`config.mk`:
```
export PLATFORM = sky130hd
export DESIGN_NAME = agc_regs
export DESIGN_NICKNAME = d
export VERILOG_FILES = /design/src/agc_ramp.v /design/src/agc_timer.v /design/src/agc_regs.v
export VERILOG_INCLUDE_DIRS = /design/src
export SDC_FILE = /design/constraint.sdc
export NUM_CORES = 1
export LEC_CHECK = 0
export ABC_CLOCK_PERIOD_IN_PS = 8250
export BUFFER_PORTS_ARGS = -buffer_cell sky130_fd_sc_hd__buf_2
export CAP_MARGIN = 10
export CORE_AREA = 2 2 221 158
export DETAILED_ROUTE_END_ITERATION = 10
export DIE_AREA = 0 0 223 160
export PLACE_DENSITY_LB_ADDON = 0.12
export SLEW_MARGIN = 0
export SYNTH_ARGS = -nofsm -noshare
export SYNTH_HDL_FRONTEND = slang
export SYNTH_HIERARCHICAL = 1
export SYNTH_SLANG_ARGS = --single-unit
```
`constraint.sdc`:
```
create_clock -name clock_i -period 8.25 [get_ports clock_i]
set_input_delay 0.4125 -clock clock_i [delete_from_list [all_inputs] [get_ports clock_i]]
set_output_delay 0.4125 -clock clock_i [all_outputs]
set_load 0.01 [all_outputs]
```
`src/agc_consts.vh`:
```
`ifndef AGC_CONSTS_VH
`define AGC_CONSTS_VH

// ----------------------------------------
// Clock and register addresses
// ----------------------------------------
`define AGC_CLK_HZ 100000000
`define AGC_ADDR_W 6
`define AGC_OFS_PLL_FRAC 6'h1C
`define AGC_OFS_AUD_CTL4 6'h1D
`define AGC_OFS_HND_GAIN 6'h1E

// ----------------------------------------
// Fractional PLL register
// ----------------------------------------
`define AGC_FRAC_MSB 15
`define AGC_FRAC_LSB 2
`define AGC_FRAC_MAX 14'h270F
`define AGC_FRAC_RST 14'h0000

// ----------------------------------------
// Audio control four fields
// ----------------------------------------
`define AGC_BIT_MIC_STPD 15
`define AGC_BIT_DAC_STPD 14
`define AGC_BIT_SIDE_STPD 13
`define AGC_BIT_CELL_STPD 12
`define AGC_BIT_BUZZ_STPD 11
`define AGC_HYS_MSB 10
`define AGC_HYS_LSB 9
`define AGC_HYS_NONE 2'h3
`define AGC_MBHED_MSB 8
`define AGC_MBHED_LSB 7
`define AGC_BIT_MBHND 6
`define AGC_BIT_SHORT 1
`define AGC_CTL4_RST 16'h0000

// ----------------------------------------
// Handset gain fields
// ----------------------------------------
`define AGC_BIT_HND_MUTE 15
`define AGC_PGA_MSB 14
`define AGC_PGA_LSB 8
`define AGC_TGT_MSB 7
`define AGC_TGT_LSB 5
`define AGC_TC_MSB 4
`define AGC_TC_LSB 1
`define AGC_BIT_AGC_EN 0
`define AGC_HND_RST 16'hFF00

// ----------------------------------------
// Soft-step sizes in PGA codes per sample period
// ----------------------------------------
`define AGC_STEP_HALF_DB 7'h01
`define AGC_STEP_BUZZ 7'h06

// ----------------------------------------
// AGC time constants in ms
// ----------------------------------------
`define AGC_ATK0_MS 10'h008
`define AGC_ATK1_MS 10'h00B
`define AGC_ATK2_MS 10'h010
`define AGC_ATK3_MS 10'h014
`define AGC_DCY0_MS 10'h064
`define AGC_DCY1_MS 10'h0C8
`define AGC_DCY2_MS 10'h190
`define AGC_DCY3_MS 10'h1F4

`endif

```
`src/agc_ramp.v`:
```
`include "agc_consts.vh"

module agc_ramp #(
	parameter [6:0] STEP = 7'h01,
	parameter [6:0] RST_VAL = 7'h00
) (
	// Clock and reset
	input wire clock_i,
	input wire rst_i,
	// Control
	input wire tick_i,
	input wire bypass_i,
	input wire [6:0] target_i,
	// Applied gain
	output reg [6:0] gain_o,
	output wire done_o
);
	wire [7:0] up_sum;
	wire [7:0] dn_dif;

	assign up_sum = {1'b0, gain_o} + {1'b0, STEP};
	assign dn_dif = {1'b0, gain_o} - {1'b0, STEP};
	assign done_o = (gain_o == target_i);

	always @(posedge clock_i) begin
		if (rst_i) begin
			gain_o <= RST_VAL;
		end else if (bypass_i) begin
			gain_o <= target_i;
		end else if (tick_i && !done_o) begin
			// Clamp so a coarse step never overshoots the target
			if (gain_o < target_i) begin
				if (up_sum[7] || (up_sum[6:0] > target_i))
					gain_o <= target_i;
				else
					gain_o <= up_sum[6:0];
			end else begin
				if (dn_dif[7] || (dn_dif[6:0] < target_i))
					gain_o <= target_i;
				else
					gain_o <= dn_dif[6:0];
			end
		end
	end
endmodule

```
`src/agc_timer.v`:
```
module agc_timer (
	// Clock and reset
	input wire clock_i,
	input wire rst_i,
	// Period in clock cycles
	input wire [31:0] period_i,
	// One-cycle tick per period
	output reg tick_o
);
	reg [31:0] cnt_q;

	always @(posedge clock_i) begin
		if (rst_i) begin
			cnt_q <= 32'h00000000;
			tick_o <= 1'b0;
		end else if (cnt_q + 32'h00000001 >= period_i) begin
			// A shortened period takes effect at once
			cnt_q <= 32'h00000000;
			tick_o <= 1'b1;
		end else begin
			cnt_q <= cnt_q + 32'h00000001;
			tick_o <= 1'b0;
		end
	end
endmodule

```
`src/agc_regs.v`:
```
`include "agc_consts.vh"

// Overview of operation
// - Fraction field holds 14 bits; writes above 9999 store 9999.
// - Fraction value drives the PLL only while the PLL is enabled.
// - Bit 15 set disables mic/handset PGA soft-stepping; reset enables.
// - Bit 14 set disables DAC PGA soft-stepping; reset enables.
// - Bit 13 controls sidetone soft-step, 0.5 dB per sample period.
// - Bit 12 controls cell-phone soft-step, 0.5 dB per sample period.
// - Bit 11 controls buzzer soft-step, 3 dB per sample period.
// - Hysteresis field 1/2/4/none dB, only applied when AGC selected.
// - Bit 1 reads the headphone short-circuit detection status.
// - Handset mute bit 15, resets to 1 so input starts muted.
// - 7-bit handset gain, 0.5 dB steps from 0 dB, resets all ones.
// - With AGC on and handset selected, reads return AGC applied gain.
// - AGC read-back is 8-bit signed in 0.5 dB units.
// - 3-bit AGC target selects -5.5 down to -24 dB.
// - Time field: low bits pick attack, high bits pick decay.
// - Attack and decay times hold regardless of sampling frequency.
// - Bit 0 with handset selected hands handset PGA to the AGC; else stored fields rule.
module agc_regs #(
	parameter [31:0] CYC_PER_MS = `AGC_CLK_HZ / 1000
) (
	// Clock and reset
	input wire clock_i,
	input wire rst_i,
	// Register port from the serial interface
	input wire wr_en_i,
	input wire rd_en_i,
	input wire [5:0] addr_i,
	input wire [15:0] wdata_i,
	output reg [15:0] rdata_o,
	// PLL
	input wire pll_enable_i,
	output wire [13:0] pll_fraction_o,
	// Timing and status from the analog side
	input wire fsref_tick_i,
	input wire headphone_short_i,
	input wire handset_selected_i,
	input wire headset_agc_active_i,
	input wire [7:0] agc_gain_i,
	// Gain targets held in other registers
	input wire [6:0] dac_gain_target_i,
	input wire [6:0] sidetone_gain_target_i,
	input wire [6:0] cellphone_gain_target_i,
	input wire [6:0] buzzer_gain_target_i,
	input wire [6:0] mic_gain_target_i,
	// Applied PGA gains
	output wire [6:0] dac_gain_o,
	output wire [6:0] sidetone_gain_o,
	output wire [6:0] cellphone_gain_o,
	output wire [6:0] buzzer_gain_o,
	output wire [6:0] mic_gain_o,
	output wire [4:0] softstep_done_o,
	// Handset ADC PGA
	output wire handset_input_mute_o,
	output wire [7:0] handset_pga_gain_o,
	// AGC controls
	output wire agc_active_o,
	output wire [1:0] agc_hysteresis_o,
	output wire [2:0] handset_agc_target_o,
	output wire agc_attack_tick_o,
	output wire agc_decay_tick_o,
	// Microphone bias selections
	output wire [1:0] micbias_headset_o,
	output wire micbias_handset_o
);
	// ----------------------------------------
	// Reset images of the settings words
	// ----------------------------------------
	// Named copies, since a bare literal cannot be bit-selected
	localparam [15:0] CTL4_RST = `AGC_CTL4_RST;
	localparam [15:0] HND_RST = `AGC_HND_RST;

	// ----------------------------------------
	// Stored register fields
	// ----------------------------------------
	reg [13:0] pll_fraction_value_q;
	reg [13:0] pll_fraction_value_d;
	reg mic_pga_softstep_disable_q;
	reg dac_pga_softstep_disable_q;
	reg sidetone_softstep_disable_q;
	reg cellphone_softstep_disable_q;
	reg buzzer_softstep_disable_q;
	reg [1:0] agc_hysteresis_select_q;
	reg [1:0] micbias_headset_q;
	reg micbias_handset_q;
	reg handset_input_mute_q;
	reg [6:0] handset_pga_gain_q;
	reg [2:0] handset_agc_target_q;
	reg [3:0] handset_agc_time_constant_q;
	reg handset_agc_enable_q;
	reg [15:0] rdata_d;

	wire sel_frac;
	wire sel_ctl4;
	wire sel_hnd;
	wire [13:0] wr_frac;
	wire handset_agc_on;
	wire headphone_short_flag;
	wire [6:0] handset_ramp_gain;

	assign sel_frac = (addr_i == `AGC_OFS_PLL_FRAC);
	assign sel_ctl4 = (addr_i == `AGC_OFS_AUD_CTL4);
	assign sel_hnd = (addr_i == `AGC_OFS_HND_GAIN);
	assign wr_frac = wdata_i[`AGC_FRAC_MSB:`AGC_FRAC_LSB];
	assign handset_agc_on = handset_agc_enable_q & handset_selected_i;
	assign headphone_short_flag = headphone_short_i;

	// ----------------------------------------
	// Fractional PLL multiplier
	// ----------------------------------------
	always @* begin
		// Saturate rather than wrap, so a bad write stays in range
		if (wr_frac > `AGC_FRAC_MAX)
			pll_fraction_value_d = `AGC_FRAC_MAX;
		else
			pll_fraction_value_d = wr_frac;
	end

	always @(posedge clock_i) begin
		if (rst_i) begin
			pll_fraction_value_q <= `AGC_FRAC_RST;
		end else if (wr_en_i && sel_frac) begin
			pll_fraction_value_q <= pll_fraction_value_d;
		end
	end

	assign pll_fraction_o = pll_enable_i ? pll_fraction_value_q : 14'h0000;

	// ----------------------------------------
	// Audio control four
	// ----------------------------------------
	always @(posedge clock_i) begin
		if (rst_i) begin
			mic_pga_softstep_disable_q <= CTL4_RST[`AGC_BIT_MIC_STPD];
			dac_pga_softstep_disable_q <= CTL4_RST[`AGC_BIT_DAC_STPD];
			sidetone_softstep_disable_q <= CTL4_RST[`AGC_BIT_SIDE_STPD];
			cellphone_softstep_disable_q <= CTL4_RST[`AGC_BIT_CELL_STPD];
			buzzer_softstep_disable_q <= CTL4_RST[`AGC_BIT_BUZZ_STPD];
			agc_hysteresis_select_q <= CTL4_RST[`AGC_HYS_MSB:`AGC_HYS_LSB];
			micbias_headset_q <= CTL4_RST[`AGC_MBHED_MSB:`AGC_MBHED_LSB];
			micbias_handset_q <= CTL4_RST[`AGC_BIT_MBHND];
		end else if (wr_en_i && sel_ctl4) begin
			mic_pga_softstep_disable_q <= wdata_i[`AGC_BIT_MIC_STPD];
			dac_pga_softstep_disable_q <= wdata_i[`AGC_BIT_DAC_STPD];
			sidetone_softstep_disable_q <= wdata_i[`AGC_BIT_SIDE_STPD];
			cellphone_softstep_disable_q <= wdata_i[`AGC_BIT_CELL_STPD];
			buzzer_softstep_disable_q <= wdata_i[`AGC_BIT_BUZZ_STPD];
			agc_hysteresis_select_q <= wdata_i[`AGC_HYS_MSB:`AGC_HYS_LSB];
			micbias_headset_q <= wdata_i[`AGC_MBHED_MSB:`AGC_MBHED_LSB];
			micbias_handset_q <= wdata_i[`AGC_BIT_MBHND];
		end
	end

	assign micbias_headset_o = micbias_headset_q;
	assign micbias_handset_o = micbias_handset_q;

	// ----------------------------------------
	// Handset gain and AGC settings
	// ----------------------------------------
	always @(posedge clock_i) begin
		if (rst_i) begin
			handset_input_mute_q <= HND_RST[`AGC_BIT_HND_MUTE];
			handset_pga_gain_q <= HND_RST[`AGC_PGA_MSB:`AGC_PGA_LSB];
			handset_agc_target_q <= HND_RST[`AGC_TGT_MSB:`AGC_TGT_LSB];
			handset_agc_time_constant_q <= HND_RST[`AGC_TC_MSB:`AGC_TC_LSB];
			handset_agc_enable_q <= HND_RST[`AGC_BIT_AGC_EN];
		end else if (wr_en_i && sel_hnd) begin
			handset_input_mute_q <= wdata_i[`AGC_BIT_HND_MUTE];
			handset_pga_gain_q <= wdata_i[`AGC_PGA_MSB:`AGC_PGA_LSB];
			handset_agc_target_q <= wdata_i[`AGC_TGT_MSB:`AGC_TGT_LSB];
			handset_agc_time_constant_q <= wdata_i[`AGC_TC_MSB:`AGC_TC_LSB];
			handset_agc_enable_q <= wdata_i[`AGC_BIT_AGC_EN];
		end
	end

	// ----------------------------------------
	// Read-back
	// ----------------------------------------
	always @* begin
		rdata_d = 16'h0000;
		if (sel_frac) begin
			rdata_d[`AGC_FRAC_MSB:`AGC_FRAC_LSB] = pll_fraction_value_q;
		end else if (sel_ctl4) begin
			// Reserved bits stay zero
			rdata_d[`AGC_BIT_MIC_STPD] = mic_pga_softstep_disable_q;
			rdata_d[`AGC_BIT_DAC_STPD] = dac_pga_softstep_disable_q;
			rdata_d[`AGC_BIT_SIDE_STPD] = sidetone_softstep_disable_q;
			rdata_d[`AGC_BIT_CELL_STPD] = cellphone_softstep_disable_q;
			rdata_d[`AGC_BIT_BUZZ_STPD] = buzzer_softstep_disable_q;
			rdata_d[`AGC_HYS_MSB:`AGC_HYS_LSB] = agc_hysteresis_select_q;
			rdata_d[`AGC_MBHED_MSB:`AGC_MBHED_LSB] = micbias_headset_q;
			rdata_d[`AGC_BIT_MBHND] = micbias_handset_q;
			rdata_d[`AGC_BIT_SHORT] = headphone_short_flag;
		end else if (sel_hnd) begin
			if (handset_agc_on)
				rdata_d[`AGC_BIT_HND_MUTE:`AGC_PGA_LSB] = agc_gain_i;
			else
				rdata_d[`AGC_BIT_HND_MUTE:`AGC_PGA_LSB] =
					{handset_input_mute_q, handset_pga_gain_q};
			rdata_d[`AGC_TGT_MSB:`AGC_TGT_LSB] = handset_agc_target_q;
			rdata_d[`AGC_TC_MSB:`AGC_TC_LSB] = handset_agc_time_constant_q;
			rdata_d[`AGC_BIT_AGC_EN] = handset_agc_enable_q;
		end
	end

	always @(posedge clock_i) begin
		if (rst_i)
			rdata_o <= 16'h0000;
		else if (rd_en_i)
			rdata_o <= rdata_d;
	end

	// ----------------------------------------
	// Soft-stepping of PGA gains
	// ----------------------------------------
	agc_ramp #(.STEP(`AGC_STEP_HALF_DB), .RST_VAL(7'h7F)) u_hnd_ramp (
		.clock_i(clock_i),
		.rst_i(rst_i),
		.tick_i(fsref_tick_i),
		.bypass_i(mic_pga_softstep_disable_q),
		.target_i(handset_pga_gain_q),
		.gain_o(handset_ramp_gain),
		.done_o()
	);

	agc_ramp #(.STEP(`AGC_STEP_HALF_DB), .RST_VAL(7'h00)) u_mic_ramp (
		.clock_i(clock_i),
		.rst_i(rst_i),
		.tick_i(fsref_tick_i),
		.bypass_i(mic_pga_softstep_disable_q),
		.target_i(mic_gain_target_i),
		.gain_o(mic_gain_o),
		.done_o(softstep_done_o[0])
	);

	agc_ramp #(.STEP(`AGC_STEP_HALF_DB), .RST_VAL(7'h00)) u_dac_ramp (
		.clock_i(clock_i),
		.rst_i(rst_i),
		.tick_i(fsref_tick_i),
		.bypass_i(dac_pga_softstep_disable_q),
		.target_i(dac_gain_target_i),
		.gain_o(dac_gain_o),
		.done_o(softstep_done_o[1])
	);

	agc_ramp #(.STEP(`AGC_STEP_HALF_DB), .RST_VAL(7'h00)) u_side_ramp (
		.clock_i(clock_i),
		.rst_i(rst_i),
		.tick_i(fsref_tick_i),
		.bypass_i(sidetone_softstep_disable_q),
		.target_i(sidetone_gain_target_i),
		.gain_o(sidetone_gain_o),
		.done_o(softstep_done_o[2])
	);

	agc_ramp #(.STEP(`AGC_STEP_HALF_DB), .RST_VAL(7'h00)) u_cell_ramp (
		.clock_i(clock_i),
		.rst_i(rst_i),
		.tick_i(fsref_tick_i),
		.bypass_i(cellphone_softstep_disable_q),
		.target_i(cellphone_gain_target_i),
		.gain_o(cellphone_gain_o),
		.done_o(softstep_done_o[3])
	);

	agc_ramp #(.STEP(`AGC_STEP_BUZZ), .RST_VAL(7'h00)) u_buzz_ramp (
		.clock_i(clock_i),
		.rst_i(rst_i),
		.tick_i(fsref_tick_i),
		.bypass_i(buzzer_softstep_disable_q),
		.target_i(buzzer_gain_target_i),
		.gain_o(buzzer_gain_o),
		.done_o(softstep_done_o[4])
	);

	// ----------------------------------------
	// Handset PGA control
	// ----------------------------------------
	// AGC owns the PGA, the mute then being part of its signed gain
	assign handset_input_mute_o = handset_agc_on ? 1'b0 : handset_input_mute_q;
	assign handset_pga_gain_o = handset_agc_on ? agc_gain_i
		: {1'b0, handset_ramp_gain};
	assign agc_active_o = handset_agc_on;
	assign handset_agc_target_o = handset_agc_target_q;
	assign agc_hysteresis_o = (handset_agc_on || headset_agc_active_i)
		? agc_hysteresis_select_q : `AGC_HYS_NONE;

	// ----------------------------------------
	// AGC attack and decay timing
	// ----------------------------------------
	// Counted on the fixed system clock, so sample rate does not matter
	reg [9:0] atk_ms;
	reg [9:0] dcy_ms;
	wire [41:0] atk_prod;
	wire [41:0] dcy_prod;

	always @* begin
		case (handset_agc_time_constant_q[1:0])
			2'h0: atk_ms = `AGC_ATK0_MS;
			2'h1: atk_ms = `AGC_ATK1_MS;
			2'h2: atk_ms = `AGC_ATK2_MS;
			default: atk_ms = `AGC_ATK3_MS;
		endcase
		case (handset_agc_time_constant_q[3:2])
			2'h0: dcy_ms = `AGC_DCY0_MS;
			2'h1: dcy_ms = `AGC_DCY1_MS;
			2'h2: dcy_ms = `AGC_DCY2_MS;
			default: dcy_ms = `AGC_DCY3_MS;
		endcase
	end

	assign atk_prod = {32'h00000000, atk_ms} * {10'h000, CYC_PER_MS};
	assign dcy_prod = {32'h00000000, dcy_ms} * {10'h000, CYC_PER_MS};

	agc_timer u_atk_timer (
		.clock_i(clock_i),
		.rst_i(rst_i),
		.period_i(atk_prod[31:0]),
		.tick_o(agc_attack_tick_o)
	);

	agc_timer u_dcy_timer (
		.clock_i(clock_i),
		.rst_i(rst_i),
		.period_i(dcy_prod[31:0]),
		.tick_o(agc_decay_tick_o)
	);
endmodule

```
======== Yosys cells after proc, flatten, opt, wreduce, memory -nomap -nowiden ========
Cells that the tools add are included.
storage, ports and cells
  flip-flop bits (word level) ............. 164
  logic and storage cells ................. 161
cells by class
  add/sub/neg operators ................... 14
  multiply operators ...................... 2
  magnitude comparators ................... 21
  equal/unequal tests ..................... 13
  multiplexer cells ....................... 47
  bitwise gates (word level) .............. 1
  reduce and logical (&&, ||, !) cells .... 38
operators by type and width
  operator                                               count
  2-to-1 mux 7 bit                                       30
  < comparator 7 bit                                     12
  adder 32 x 1 -> 32 bit, second input constant          2
  greater-or-equal comparator 32 x 27 -> 1 bit           2
  multiplier 10 x 12 -> 22 bit, second input constant    2
  equality test 7 bit                                    6
  greater-than comparator 7 bit                          6
  2-to-1 mux 14 bit                                      3
  adder 7 x 1 -> 8 bit, second input constant            5
  subtractor 7 x 1 -> 8 bit, second input constant       5
  one-hot mux 9 bit (3 select lines)                     1
  equality test 6 x 5 -> 1 bit, second input constant    3
  2-to-1 mux 16 bit                                      1
  2-to-1 mux 8 bit                                       2
  one-hot mux 5 bit (3 select lines)                     1
  greater-than comparator 14 bit, second input constant  1
  logical OR 1 bit                                       13
  nonzero test 2 bit                                     6
  2-to-1 mux 10 bit                                      1
  logical AND 1 bit                                      9
  adder 7 x 3 -> 8 bit, second input constant            1
  subtractor 7 x 3 -> 8 bit, second input constant       1
  zero test 1 bit                                        6
  2-to-1 mux 1 bit                                       5
  7 further kinds                                        12

======== Logic depth before layout (Yosys ltp) ========
  depth after elaboration ................. 7
  mapped depth ............................ 19
  depth with buffers taken out ............ 18

======== By module ========
Netlist, hierarchy kept.
by module, submodules not included
  module                     instances  cells an instance  area an instance (µm²)  seq. area each (µm²)
  agc_ramp (u_dac_ramp ...)  3          173                1,315.0                 140.1
  agc_regs                   1          407                3,442.1                 1,121.1
  agc_timer (u_atk_timer)    1          271                2,474.9                 660.6
  agc_timer (u_dcy_timer)    1          279                2,369.8                 660.6
  agc_ramp (u_cell_ramp)     1          168                1,286.2                 140.1
  agc_ramp (u_buzz_ramp)     1          142                1,197.4                 140.1
  agc_ramp (u_hnd_ramp)      1          143                1,166.1                 140.1

======== Worst setup path before layout ========
OpenSTA, ideal clock, no wires.
  path type ............................... register to register
  start ................................... register handset_agc_time_constant_q[2]
  end ..................................... register u_dcy_timer.cnt_q[11]
  library setup time ...................... 141 ps
  data arrival time ....................... 3,881 ps
  data required time ...................... 8,109 ps
  path slack .............................. 4,228 ps
  cell stages (with the launch flop) ...... 17
  buffers on the path ..................... 1
  clock period less this slack ............ 4,022 ps
  cells stage by stage .................... dfxtp_1 > inv_1 > ha_1 > nor2b_1 > fa_1 > ha_1 > a31o_2 > a31oi_1 > mux2i_1 > o221ai_1 > inv_1 > ha_1 > nand4_1 > or4b_1 > a31oi_1 > clkbuf_1 > nor3b_1
on the way
  word-level cells in the longest chain between the ends .. 5
  elaborated cells between the ends (all ways) .. 7
  those cells by class .................... mul (1); order compare (1); eq/ne (2); mux (1); reduce/logical (2)
ends and longest elaborated chain
  item                                              line            RTL
  from (decl)                                       agc_regs.v:91   reg [3:0] handset_agc_time_constant_q;
  from (signal assigned)                            agc_regs.v:167  handset_agc_time_constant_q <= HND_RST[`AGC_TC_MSB:`AGC_TC_LSB];
  from (signal assigned)                            agc_regs.v:173  handset_agc_time_constant_q <= wdata_i[`AGC_TC_MSB:`AGC_TC_LSB];
  equality test 2 bit (tied with other cells)       agc_regs.v:306  case (handset_agc_time_constant_q[3:2])
  one-hot mux 9 bit (3 select lines) (*)            agc_regs.v:306
  multiplier 10 x 12 -> 22 bit (*)                  agc_regs.v:315  assign dcy_prod = {32'h00000000, dcy_ms} * {10'h000, CYC_PER_MS};
  via dcy_prod[11]                                  agc_regs.v:297  wire [41:0] dcy_prod;
  greater-or-equal comparator 32 x 27 -> 1 bit (*)  agc_timer.v:16  end else if (cnt_q + 32'h00000001 >= period_i) begin
  OR reduction 2 bit (no source line) (*)           -
  to (signal assigned)                              agc_timer.v:21  cnt_q <= cnt_q + 32'h00000001;
  to (decl)                                         agc_timer.v:10  reg [31:0] cnt_q;
Mark *: on every way through the listed nets, which the timed path passes. The rest lies on a longest branch.
A chain may end at the register's enable or synchronous reset.

======== Final worst setup path ========
  start ................................... register handset_agc_time_constant_q[0]
  end ..................................... register u_atk_timer.cnt_q[1]
on the way
  word-level cells in the longest chain between the ends .. 5
  elaborated cells between the ends (all ways) .. 7
  those cells by class .................... mul (1); order compare (1); eq/ne (2); mux (1); reduce/logical (2)
ends and longest elaborated chain
  item                                              line            RTL
  equality test 2 bit (tied with other cells)       agc_regs.v:300  case (handset_agc_time_constant_q[1:0])
  one-hot mux 5 bit (3 select lines) (*)            agc_regs.v:300
  multiplier 10 x 12 -> 22 bit (*)                  agc_regs.v:314  assign atk_prod = {32'h00000000, atk_ms} * {10'h000, CYC_PER_MS};
  via atk_prod[9]                                   agc_regs.v:296  wire [41:0] atk_prod;
  greater-or-equal comparator 32 x 27 -> 1 bit (*)  agc_timer.v:16
  OR reduction 2 bit (no source line) (*)           -
  to (signal assigned)                              agc_timer.v:21
  to (decl)                                         agc_timer.v:10
Marked as above.

==> metrics.csv <==
stage,metric,value,unit
run_status,status,"finished, final reports clean",
power_and_ir_drop,p_per_area,183,nW/µm²
floorplanning,die_y,160,µm
detailed_routing,drcViolationCount,0,
worst_setup_path,worst-path-buf-inv,4,
layout,final_layout_size_suffix_gt1_frac,0.154,
timing,setup_viol,0,
detailed_routing,vias_per_cell,5.80,
worst_setup_path,regToRegEndpoint,u_atk_timer/cnt_q[1],
global_routing,grt_pass1_vias,13480,
detailed_routing,wl_met3,2.24,mm
worst_hold_path,hold_class,primary input to flip-flop,
timing,min_period,4.62,ns
global_routing,grtUsageTotal,0.248,
clock_network,cts_setup_buffers,0,
worst_setup_path,cp_cell_sequence,inv_1 > ha_1 > inv_1 > nand2_1 > ha_1 > inv_1 > ha_1 > ha_1 > a22oi_1 > o21ai_0 > xor2_1 > inv_1 > ha_1 > nand2_1 > nor2_1 > or4b_1 > a31oi_4 > nor3b_1,
global_routing,grt_max_degree,49,
worst_setup_path,end_kind,flip-flop,
placed_design,placement.io_buffers,163,
worst_setup_path,cp-start-kind,flip-flop,
global_routing,antenna_found_initial,2,
worst_setup_path,slowest_stage,a31oi_4,
floorplanning,die_w,223,µm
clock_network,clockBufferDepth,2,
placed_design,post-dp-hpwl,34.1,mm
clock_network,clock-sinks,164,
power_and_ir_drop,max-vdd-ir-drop,132,µV
detailed_routing,dr.pass1.iters,5,
clock_network,clkLatencyLatePin,0.45,ns
worst_setup_path,cpPeakStageDelay,0.91,ns
placed_design,place_inst,2475,
layout,nNetsFinal,2359,
detailed_routing,top_layer_used,met4,
layout,fillers,3337,
placed_design,gp_congestion,0.917,
clock_network,postCtsHoldBufs,0,
floorplanning,io_pins,164,
detailed_routing,antenna_left,0,
timing,tns,0,ns
worst_setup_path,crit_top_cell,ha_1,
layout,fin_cells,2509,
timing,fin_skew,0.0118,ns
worst_hold_path,hold_start,wdata_i[0],
clock_network,path_clk_slew,0.07,ns
logic_synthesis,synth.avg_cell_area,8.24,µm²
worst_setup_path,path_delay_family,adder cells,
logic_synthesis,synth_cells,1928,
worst_setup_path,crit_path_max_fanout,33,
clock_network,cts_root_buffer,clkbuf_16,
timing,slew-limit-headroom,0.242,
logic_synthesis,syn_area,15900,µm²
clock_network,cts_tree,done,
worst_setup_path,r2r_slack,3.63,ns
logic_synthesis,yosys_warnings,6,
flow_run,drv_cap,0,
detailed_routing,routed_wirelength,45.0,mm
floorplanning,core_area,33900,µm²
timing,finalHoldViolCount,0,
worst_setup_path,r2r-start,handset_agc_time_constant_q[0],
clock_network,h-tree-depth,4,
power_and_ir_drop,leakagePower,7.99,nW
worst_setup_path,worstSetupPathType,flip-flop to flip-flop,
floorplanning,dieArea,35700,µm²
layout,area_delta_synth_final,9.96,%
floorplanning,start_util,0.469,
worst_setup_path,worstPathRequired,8.54,ns
worst_setup_path,reg2reg_depth,18,
timing,fin_crit_sh,0.560,
global_routing,grt_pass1_wl,72.0,mm
clock_network,cts_made_buffers,17,
worst_hold_path,min_path_cells,3,
detailed_routing,met2_wirelength,20.1,mm
floorplanning,row_count,57,
worst_setup_path,arrival,4.91,ns
detailed_routing,routedWlPerCell,17.9,µm
timing,worstMarginPinSlew,1.14,ns
global_routing,overflow,0,
timing,fmax,217,MHz
clock_network,cts_resized,0,
timing,rsz0062_at_grt,false,
worst_hold_path,hold_path_end,handset_agc_enable_q,
timing,drv_slew,0,
detailed_routing,drt-met1-wl,22.1,mm
detailed_routing,route.vias.total,14562,
detailed_routing,drt-initial-drc-count,1027,
## stage by stage
stage               utilization  worst slack [ns]  cell area (µm²)  total power [mW]  hold slack (ns)
floorplan                     -              4.23            16000              2.04            0.441
global placement          0.498              3.76            16900              2.33            0.456
detailed placement        0.498              3.63            16900              2.35            0.460
CTS                       0.515              3.61            17500              3.18            0.195
global route              0.515              3.33            17500              3.40            0.225
finish                    0.515              3.63            17500              3.19            0.212
## worst reg2reg max path: stages, from the launching register on
cell and delay [ns]:
dfxtp_1 0.45, inv_1 0.12, ha_1 0.25, inv_1 0.12
nand2_1 0.08, ha_1 0.28, inv_1 0.04, ha_1 0.28
ha_1 0.28, a22oi_1 0.06, o21ai_0 0.21, xor2_1 0.20
inv_1 0.07, ha_1 0.29, nand2_1 0.05, nor2_1 0.12
or4b_1 0.50, a31oi_4 0.91, nor3b_1 0.14
## registers in the layout, summed over array words and instances (netlist names), 2 cells and up
name / count
u_buzz_ramp/gain_o: 7
handset_pga_gain_q: 7
u_mic_ramp/gain_o: 7
micbias_headset_o: 2
u_dcy_timer/cnt_q: 32
pll_fraction_value_q: 14
agc_hysteresis_select_q: 2
u_dac_ramp/gain_o: 7
u_atk_timer/cnt_q: 32
u_side_ramp/gain_o: 7
handset_agc_target_o: 3
rdata_o: 16
u_cell_ramp/gain_o: 7
u_hnd_ramp/gain_o: 7
handset_agc_time_constant_q: 4
## cell type report
| type | count | area [µm²] | area share |
|---|---|---|---|
| Multi-Input combinational cell | 1540 | 11600 | 0.662 |
| Antenna cell | 2 | 5.00 | 0.000287 |
| Timing Repair Buffer | 174 | 901 | 0.0516 |
| Sequential cell | 164 | 3280 | 0.188 |
| Inverter | 155 | 582 | 0.0333 |
| Clock buffer | 18 | 439 | 0.0252 |
| Tap cell | 442 | 553 | 0.0317 |
| Clock inverter | 14 | 140 | 0.00803 |
## power breakdown
part	total (mW)	switching [mW]	internal, mW
registers	0.970	0.131	0.840
logic	1.40	0.794	0.606
clock network	0.821	0.388	0.433
## worst max path at each step
stage                                               from                     to  slack, ns  depth (start not counted)
final                     handset_agc_time_constant_q[0]   u_atk_timer/cnt_q[1]       3.63                         18
after global routing      handset_agc_time_constant_q[0]  u_atk_timer/cnt_q[10]       3.33                         18
after CTS                 handset_agc_time_constant_q[0]     u_atk_timer/tick_o       3.61                         18
after detailed placement  handset_agc_time_constant_q[0]   u_atk_timer/cnt_q[1]       3.63                         18
after global placement    handset_agc_time_constant_q[0]     u_atk_timer/tick_o       3.76                         18
after floorplan           handset_agc_time_constant_q[2]  u_dcy_timer/cnt_q[11]       4.23                         16
## cell usage in the layout (no fill, tap or decap), types with 56 or more instances in the layout
master / n
nand3_1: 83
nand2_1: 159
dfxtp_1: 164
xnor2_1: 71
nor2_1: 104
nor3b_1: 56
ha_1: 232
buf_2: 162
nand4_1: 63
inv_1: 153
a21oi_1: 143
## metal layers
metal / vias to the layer above / GRT usage
li1: 7238 / -
met1: 6917 / 0.352
met2: 372 / 0.391
met3: 35 / 0.0420
met4: 0 / 0.0555
met5: - / 0
Power figures use the tool's default switching activity.
